===== src/vsc_regs.vh =====
// Constants for the slot-zero role and configuration loader
`ifndef VSC_REGS_VH
`define VSC_REGS_VH
`define VSC_ROLE_AUTO 2'h0
`define VSC_ROLE_NONSC 2'h1
`define VSC_ROLE_SC 2'h2
`define VSC_CLK_HZ 100000000
`define VSC_SYSCLK_HZ 16000000
`define VSC_CLK10_HZ 10000000
`define VSC_SYSCLK_HALF (`VSC_CLK_HZ / (2 * `VSC_SYSCLK_HZ))
`define VSC_CLK10_HALF (`VSC_CLK_HZ / (2 * `VSC_CLK10_HZ))
`define VSC_RM_READY_MS 5000
`define VSC_CMOS_CLR_MS 1000
`define VSC_MS_CYC (`VSC_CLK_HZ / 1000)
`define VSC_NWORDS 16
`define VSC_AW 5
`define VSC_HALF_FACTORY 1'b0
`define VSC_HALF_USER 1'b1
`define VSC_REG_ADDR 4'h0
`define VSC_REG_ROLE 4'h1
`define VSC_REG_CLKSRC 4'h2
`define VSC_REG_CFGSTAT 4'h3
`endif


===== src/vsc_mem.v =====
// Two-half default store of interface register values
`timescale 1ns/1ps
module vsc_mem (
    mclk,
    rst_n,
    ce,
    wr_en,
    wr_addr,
    wr_data,
    rd_addr,
    rd_data
);
    input wire mclk;
    input wire rst_n;
    input wire ce;
    input wire wr_en;
    input wire [4:0] wr_addr;
    input wire [15:0] wr_data;
    input wire [4:0] rd_addr;
    output reg [15:0] rd_data;
    reg [15:0] mem [0:31];
    always @(posedge mclk) begin
        if (ce && wr_en) begin
            mem[wr_addr] <= wr_data;
        end
    end
    always @(posedge mclk or negedge rst_n) begin
        if (!rst_n) begin
            rd_data <= 16'h0000;
        end else if (ce) begin
            rd_data <= mem[rd_addr];
        end
    end
endmodule // vsc_mem


===== src/vsc_top.v =====
// Slot-zero role selection, system clocks, arbiter and power-up load
`timescale 1ns/1ps
`include "vsc_regs.vh"
module vsc_top #(
    parameter RM_READY_CYC = `VSC_RM_READY_MS * `VSC_MS_CYC,
    parameter CMOS_CLR_CYC = `VSC_CMOS_CLR_MS * `VSC_MS_CYC
) (
    input wire mclk,
    input wire rst_n,
    input wire ce,
    input wire [1:0] role_sel,
    input wire slot0_detect,
    input wire power_on_self_config,
    input wire user_half_sel,
    input wire ext_clk_sel,
    input wire clk10_route_en,
    input wire term50_en,
    input wire cmos_clear_sel,
    input wire sysrst_n,
    input wire [3:0] bus_req,
    output reg [3:0] bus_grant,
    output reg sysclk_out,
    output wire sysclk_oe,
    input wire clk10_in,
    input wire ext_clk_in,
    output reg clk10_out,
    output wire clk10_oe,
    output reg external_clock_connector,
    output wire ext_clk_conn_oe,
    output wire ext_term_on,
    output reg cmos_clear,
    output reg is_sys_ctrl,
    output reg cfg_done,
    output reg vxi_ready,
    output reg rm_timeout,
    input wire [3:0] addr,
    input wire [15:0] wdata,
    input wire wr,
    input wire rd,
    output reg [15:0] rdata,
    output reg [3:0] host_cfg,
    output reg [11:0] bp_cfg,
    input wire mem_wr,
    input wire [4:0] mem_waddr,
    input wire [15:0] mem_wdata
);
    localparam S_IDLE = 2'h0;
    localparam S_READ = 2'h1;
    localparam S_DONE = 2'h2;
    localparam S_OFF = 2'h3;
    // Divider end counts and last load index
    localparam integer SYS_LAST = `VSC_SYSCLK_HALF - 1;
    localparam integer C10_LAST = `VSC_CLK10_HALF - 1;
    localparam integer LOAD_LAST = `VSC_NWORDS - 1;
    // Divider wrap test, shared by both clocks
    function div_wrap;
        input [7:0] cnt;
        input integer last;
        begin
            div_wrap = (cnt == last[7:0]);
        end
    endfunction
    // Fixed-priority pick, level 3 highest
    function [3:0] prio_grant;
        input [3:0] r;
        begin
            if (r[3]) begin
                prio_grant = 4'h8;
            end else if (r[2]) begin
                prio_grant = 4'h4;
            end else if (r[1]) begin
                prio_grant = 4'h2;
            end else if (r[0]) begin
                prio_grant = 4'h1;
            end else begin
                prio_grant = 4'h0;
            end
        end
    endfunction
    // Two-flop synchronisers for pins
    reg [10:0] s1_q, s2_q;
    always @(posedge mclk or negedge rst_n) begin
        if (!rst_n) begin
            s1_q <= 11'h000;
            s2_q <= 11'h000;
        end else if (ce) begin
            s1_q <= {clk10_in, ext_clk_in, cmos_clear_sel, sysrst_n, slot0_detect, bus_req,
                     role_sel};
            s2_q <= s1_q;
        end
    end
    wire [1:0] role_s = s2_q[1:0];
    wire [3:0] req_s = s2_q[5:2];
    wire slot0_s = s2_q[6];
    wire sysrst_s = s2_q[7];
    wire clr_s = s2_q[8];
    wire ext_s = s2_q[9];
    wire c10_s = s2_q[10];
    reg [3:0] strap_sync1_q, strap_sync2_q;
    always @(posedge mclk or negedge rst_n) begin
        if (!rst_n) begin
            strap_sync1_q <= 4'h0;
            strap_sync2_q <= 4'h0;
        end else if (ce) begin
            strap_sync1_q <= {clk10_route_en, term50_en, ext_clk_sel, user_half_sel};
            strap_sync2_q <= strap_sync1_q;
        end
    end
    // Straps caught once after reset release
    reg latched_q;
    reg [1:0] role_q;
    reg half_q, ext_sel_q, power_on_self_config_q, slot0_q;
    reg [1:0] lat_cnt_q;
    always @(posedge mclk or negedge rst_n) begin
        if (!rst_n) begin
            latched_q <= 1'b0;
            lat_cnt_q <= 2'h0;
            role_q <= `VSC_ROLE_AUTO;
            half_q <= `VSC_HALF_USER;
            ext_sel_q <= 1'b0;
            power_on_self_config_q <= 1'b1;
            slot0_q <= 1'b0;
        end else if (ce && !latched_q) begin
            lat_cnt_q <= lat_cnt_q + 2'h1;
            if (lat_cnt_q == 2'h3) begin
                latched_q <= 1'b1;
                role_q <= role_s;
                half_q <= strap_sync2_q[0];
                ext_sel_q <= strap_sync2_q[1];
                power_on_self_config_q <= power_on_self_config;
                slot0_q <= slot0_s;
            end
        end
    end
    function is_sc;
        input [1:0] r;
        input s0;
        begin
            if (r == `VSC_ROLE_SC) begin
                is_sc = 1'b1;
            end else if (r == `VSC_ROLE_NONSC) begin
                is_sc = 1'b0;
            end else begin
                is_sc = s0;
            end
        end
    endfunction
    always @(posedge mclk or negedge rst_n) begin
        if (!rst_n) begin
            is_sys_ctrl <= 1'b0;
        end else if (ce) begin
            is_sys_ctrl <= latched_q & is_sc(role_q, slot0_q);
        end
    end
    // Fixed-priority arbiter, level 3 highest
    reg [3:0] grant_d;
    always @* begin
        grant_d = prio_grant(req_s);
    end
    always @(posedge mclk or negedge rst_n) begin
        if (!rst_n) begin
            bus_grant <= 4'h0;
        end else if (ce) begin
            if (!is_sys_ctrl) begin
                bus_grant <= 4'h0;
            end else if ((bus_grant & req_s) == 4'h0) begin
                bus_grant <= grant_d;
            end
        end
    end
    // Clock dividers
    reg [7:0] sys_cnt_q, c10_cnt_q;
    always @(posedge mclk or negedge rst_n) begin
        if (!rst_n) begin
            sys_cnt_q <= 8'h00;
            sysclk_out <= 1'b0;
            c10_cnt_q <= 8'h00;
            clk10_out <= 1'b0;
            external_clock_connector <= 1'b0;
        end else if (ce) begin
            if (div_wrap(sys_cnt_q, SYS_LAST)) begin
                sys_cnt_q <= 8'h00;
                sysclk_out <= ~sysclk_out;
            end else begin
                sys_cnt_q <= sys_cnt_q + 8'h01;
            end
            if (ext_sel_q) begin
                clk10_out <= ext_s;
            end else if (div_wrap(c10_cnt_q, C10_LAST)) begin
                c10_cnt_q <= 8'h00;
                clk10_out <= ~clk10_out;
            end else begin
                c10_cnt_q <= c10_cnt_q + 8'h01;
            end
            external_clock_connector <= is_sys_ctrl ? clk10_out : c10_s;
        end
    end
    assign sysclk_oe = is_sys_ctrl;
    assign clk10_oe = is_sys_ctrl;
    assign ext_clk_conn_oe = strap_sync2_q[3] & ~(is_sys_ctrl & ext_sel_q);
    assign ext_term_on = strap_sync2_q[2] & ext_sel_q;
    // Setup memory clear after hold time
    reg [31:0] clr_cnt_q;
    always @(posedge mclk or negedge rst_n) begin
        if (!rst_n) begin
            clr_cnt_q <= 32'h0;
            cmos_clear <= 1'b0;
        end else if (ce) begin
            if (!clr_s) begin
                clr_cnt_q <= 32'h0;
                cmos_clear <= 1'b0;
            end else if (clr_cnt_q >= CMOS_CLR_CYC[31:0] - 32'h1) begin
                cmos_clear <= 1'b1;
            end else begin
                clr_cnt_q <= clr_cnt_q + 32'h1;
            end
        end
    end
    // Power-up load sequencer
    reg [1:0] st_q;
    reg [4:0] idx_q;
    reg rd_pend_q;
    wire [15:0] mem_rd;
    wire [4:0] rd_addr = {half_q, idx_q[3:0]};
    vsc_mem u_mem (
        .mclk(mclk),
        .rst_n(rst_n),
        .ce(ce),
        .wr_en(mem_wr),
        .wr_addr(mem_waddr),
        .wr_data(mem_wdata),
        .rd_addr(rd_addr),
        .rd_data(mem_rd)
    );
    always @(posedge mclk or negedge rst_n) begin
        if (!rst_n) begin
            st_q <= S_IDLE;
            idx_q <= 5'h00;
            rd_pend_q <= 1'b0;
            cfg_done <= 1'b0;
            host_cfg <= 4'h0;
            bp_cfg <= 12'h000;
        end else if (ce) begin
            case (st_q)
                S_IDLE: begin
                    if (latched_q) begin
                        st_q <= power_on_self_config_q ? S_READ : S_OFF;
                        idx_q <= 5'h00;
                    end
                end
                S_READ: begin
                    rd_pend_q <= 1'b1;
                    if (rd_pend_q) begin
                        if (idx_q == 5'h01) begin
                            host_cfg <= mem_rd[3:0];
                            bp_cfg <= mem_rd[15:4];
                        end
                        idx_q <= idx_q + 5'h01;
                        rd_pend_q <= 1'b0;
                        if (idx_q == LOAD_LAST[4:0]) begin
                            st_q <= S_DONE;
                            cfg_done <= 1'b1;
                        end
                    end
                end
                S_DONE: begin
                    st_q <= S_DONE;
                end
                default: begin
                    st_q <= S_OFF;
                end
            endcase
        end
    end
    // Readiness and 5 s deadline after backplane reset release
    reg [31:0] rm_cnt_q;
    always @(posedge mclk or negedge rst_n) begin
        if (!rst_n) begin
            rm_cnt_q <= 32'h0;
            vxi_ready <= 1'b0;
            rm_timeout <= 1'b0;
        end else if (ce) begin
            vxi_ready <= cfg_done & sysrst_s;
            if (!sysrst_s) begin
                rm_cnt_q <= 32'h0;
            end else if (!cfg_done && rm_cnt_q < RM_READY_CYC[31:0]) begin
                rm_cnt_q <= rm_cnt_q + 32'h1;
            end else if (!cfg_done) begin
                rm_timeout <= 1'b1;
            end
        end
    end
    // Register port
    always @(posedge mclk or negedge rst_n) begin
        if (!rst_n) begin
            rdata <= 16'h0000;
        end else if (ce) begin
            if (rd && addr == `VSC_REG_ROLE) begin
                rdata <= {13'h0, is_sys_ctrl, role_q};
            end else if (rd && addr == `VSC_REG_CLKSRC) begin
                rdata <= {13'h0, ext_term_on, strap_sync2_q[3], ext_sel_q};
            end else if (rd && addr == `VSC_REG_CFGSTAT) begin
                rdata <= {11'h0, rm_timeout, vxi_ready, cfg_done, half_q, power_on_self_config_q};
            end else if (rd && addr == `VSC_REG_ADDR) begin
                rdata <= {4'h0, bp_cfg};
            end else begin
                rdata <= 16'h0000;
            end
        end
    end
    wire unused_w = wr ^ wdata[0];
endmodule // vsc_top


===== config.mk =====
export PLATFORM = sky130hd
export DESIGN_NAME = vsc_top
export DESIGN_NICKNAME = d
export VERILOG_FILES = /design/src/vsc_mem.v /design/src/vsc_top.v
export VERILOG_INCLUDE_DIRS = /design/src
export SDC_FILE = /design/constraint.sdc
export NUM_CORES = 1
export LEC_CHECK = 0
export ABC_AREA = 1
export BUFFER_PORTS_ARGS = -buffer_cell sky130_fd_sc_hd__buf_2
export CELL_PAD_IN_SITES_DETAIL_PLACEMENT = 0
export CELL_PAD_IN_SITES_GLOBAL_PLACEMENT = 2
export CORE_MARGIN = 2
export CORE_UTILIZATION = 42
export CTS_BUF_LIST = sky130_fd_sc_hd__clkbuf_4
export DETAILED_ROUTE_END_ITERATION = 8
export GPL_TIMING_DRIVEN = 1
export PLACE_DENSITY = 0.79
export SYNTH_ARGS = -nofsm -noshare
export SYNTH_HDL_FRONTEND = slang
export SYNTH_SLANG_ARGS = --single-unit
export TNS_END_PERCENT = 30

===== constraint.sdc =====
create_clock -name mclk -period 2.52 [get_ports mclk]
set_clock_uncertainty 0.15 [all_clocks]
set_input_delay 0.63 -clock mclk [delete_from_list [all_inputs] [get_ports mclk]]
set_output_delay 0.63 -clock mclk [all_outputs]
set_load 0.03 [all_outputs]

==> flow_summary.json <==
{
  "run_status": "complete, no violations",
  "dr.pass1.iters": 5,
  "vias": 21841,
  "yosysSeqAreaShare": 0.6654,
  "core_um2": 70390,
  "reg2reg_from": "idx_q[0]",
  "synth_seq_cells": 695,
  "grt_pass1_wl_um": 122700,
  "crit_fanout": 4,
  "max_stage_delay_ps": 430,
  "antenna_found_initial": 4,
  "start_util": 0.4261,
  "syn_inst": 2974,
  "hold_class": "input port to async pin",
  "worst_setup_path_start_kind": "flip-flop",
  "ys.flop_type": "edfxtp_1",
  "clk_latency_ps": 1010,
  "dieWidth_um": 271.2,
  "crit_arrival_ps": 1700,
  "drive_above_1_share": 0.1532,
  "worst_hold_slack_ps": 148.8,
  "synth_warnings": 0,
  "cts_made_buffers": 184,
  "rsz0062_at_grt": "true",
  "grt_pass1_vias": 21507,
  "drv_slew": 0,
  "yosys.cell_types.count": 47,
  "slowest_stage": "dfrtp_2",
  "die-area_um2": 73560,
  "clock_sinks": 695,
  "finalSetupViolCount": 0,
  "area_growth_pct": 17.14,
  "max_cap_violations": 0,
  "gr-total-overflow": 0,
  "cp-end-kind": "primary output",
  "die_y_um": 271.2,
  "ys_async_sr_fraction": 0.2633,
  "reg2reg_depth": 10,
  "fmax_ghz": 0.4027,
  "tritoncts": "built",
  "syn_area_um2": 29990,
  "final_common_cell": "nand2_1",
  "final-instance-count-excl-fill": 4324,
  "path_class": "flip-flop to primary output",
  "grt_use_total": 0.2172,
  "reg2reg_slack_ps": 170,
  "crit_required_ps": 1740,
  "drtIter0Drc": 1755,
  "crit_chain": "a21oi_2 -> buf_6",
  "place_congestion": 0.8354,
  "r2r_end": "u_mem.rd_data[3]",
  "numPortBuffers": 89,
  "avgSynthCellArea_um2": 10.08,
  "seqPwrFrac": 0.420,
  "peakVddDrop_uv": 592.6,
  "clockRootBuffer": "clkbuf_4",
  "clockBufferDepth": 3,
  "ant_nets": 0,
  "power_density_nw_per_um2": 901.5,
  "drcViolationCount": 0,
  "synth_edf_count": 512,
  "io-pin-count": 111,
  "worst_pin_slew_ps": 758.3,
  "place_inst": 3954,
  "finalHoldViolCount": 0,
  "drt-total-wl_um": 79550,
  "finalPower_uw": 31670,
  "nNetsFinal": 3321,
  "relSlewSlack": 0.4945,
  "wl_per_cell_um": 18.40,
  "layout_common_cells": "nand2_1 (1082), edfxtp_1 (512), nand3_1 (378)",
  "internal_power_uw": 20570,
  "pwr-share-clk": 0.309,
  "p_switching_uw": 11110,
  "placementRows": 97,
  "routed_via_density": 5.051,
  "grt_max_degree": 93,
  "p_comb_frac": 0.271,
  "layout_min_cycle_time_ps": 2483,
  "leakagePower_uw": 0.01424,
  "p_sw_frac": 0.3506,
  "clkTransAtPathRegs_ps": 60,
  "post-dp-hpwl_um": 48400,
  "cts_max_level": 4,
  "min_period_over_period": 0.9855
}
==> worst max-delay path by stage <==
stage,start,endpoint,slack (ps),cells after the start
after floorplan,ce,u_mem.mem[0][0],-190,6
after global placement,ce,u_mem.mem[8][13],80,7
after detailed placement,ce,u_mem.mem[8][5],50,7
after CTS,clk10_oe,ext_clk_conn_oe,-110,2
after global routing,clk10_oe,ext_clk_conn_oe,-90,2
final,clk10_oe,ext_clk_conn_oe,40,2
==> sequential cells by signal (all words and copies together), names as in the netlist, 2 cells and up <==
| signal | flops |
|---|---|
| u_mem.mem | 512 |
| clr_cnt_q | 32 |
| rm_cnt_q | 32 |
| u_mem.rd_data | 16 |
| bp_cfg | 12 |
| rdata | 12 |
| s1_q | 11 |
| s2_q | 11 |
| c10_cnt_q | 8 |
| sys_cnt_q | 8 |
| idx_q | 5 |
| bus_grant | 4 |
| host_cfg | 4 |
| strap_sync1_q | 4 |
| strap_sync2_q | 4 |
| lat_cnt_q | 2 |
| role_q | 2 |
| st_q | 2 |
==> logic make-up after synthesis <==
kind of cell,share of synthesized area
adders and majority gates,0.005423
buffers and inverters,0.03813
xor gates and xnor gates,0.01168
other,0.0001250
DFF,0.6654
and+or+nand+nor,0.2407
AOI/OAI and AO/OA,0.03813
muxes,0.0003754
==> per-stage QoR <==
| stage | setup slack, ps | cell area, um^2 | util | setup TNS (ps) |
|---|---|---|---|---|
| after global placement | 79.64 | 32240 | 0.4581 | 0 |
| after global routing | -90.32 | 35130 | 0.4991 | -337.3 |
| after CTS | -107.3 | 35120 | 0.4989 | -438.9 |
| after floorplan | -191.8 | 30000 | - | -98180 |
| final | 36.64 | 35130 | 0.4991 | 0 |
| after detailed placement | 49.83 | 32240 | 0.4581 | 0 |
==> cells in the mapped netlist, types with 2 or more instances <==
cell type	n	area share
clkinv_1	3	0.00038
dfrtp_1	181	0.15
nor2_4	2	0.00075
nor4_1	3	0.00063
buf_2	64	0.011
a21oi_1	66	0.011
buf_6	4	0.0015
edfxtp_1	512	0.51
xnor2_1	19	0.0055
nand3_2	2	0.00067
ha_1	13	0.0054
o31ai_1	2	0.00050
a21boi_0	13	0.0033
nor2_2	3	0.00063
nor3_1	16	0.0027
o22ai_1	2	0.00042
inv_1	110	0.014
nand2_1	1083	0.14
dfstp_2	2	0.0018
nor3b_1	2	0.00050
nor2_1	243	0.030
a211oi_1	2	0.00050
or2_2	4	0.00083
o2111ai_1	2	0.00058
o21ai_0	72	0.012
inv_2	8	0.0010
nand4_1	11	0.0023
o211ai_1	31	0.0078
buf_1	11	0.0014
nand3_1	378	0.063
clkbuf_1	58	0.0073
nand2_2	3	0.00063
xor2_1	21	0.0061
o21ai_1	8	0.0013
buf_4	8	0.0020
==> layer usage <==
metal | vias up | share of wire | track usage
li1 | 10637 | - | -
met4 | 4 | 0.029 | 0.08820
met1 | 10472 | 0.45 | 0.2924
met2 | 586 | 0.47 | 0.3455
met5 | - | 0.00028 | 0
met3 | 142 | 0.056 | 0.04396
==> power groups by stage <==
stage | combinational (uW) | sequential (uW) | clock, uW
3_5_place_dp | 8550 | 13500 | 0
6_report | 8570 | 13300 | 9790
3_3_place_gp | 8440 | 13500 | 0
4_1_cts | 8660 | 13300 | 10100
5_1_grt | 9570 | 13400 | 10700
2_1_floorplan | 5260 | 13600 | 0
==> cell type report <==
class	instances	area (um^2)
Sequential cell	695	19970
Antenna cell	2	5.005
Multi-Input combinational cell	2015	8919
Clock inverter	51	290.3
Inverter	121	462.9
Clock buffer	272	2042
Fill cell	6526	35260
Timing Repair Buffer	228	2271
Tap cell	940	1176
==> repair_timing <==
action / CTS / global route
pin swaps: 2 / 0
hold endpoints to repair: 627 / 0
buffers inserted: 4 / 0
hold buffers: 41 / 0
cloned: 0 / 0
gates resized for setup: 32 / 1
endpoints found under the setup margin: 18 / 7
==> critical path, delay by kind of cell, from the launching register on <==
kind	cells	cell delay, ps
flip-flops	1	430
buffers and inverters	1	140
AO/OA/AOI/OAI	1	160
No activity file was read; power rests on OpenSTA's default activity.
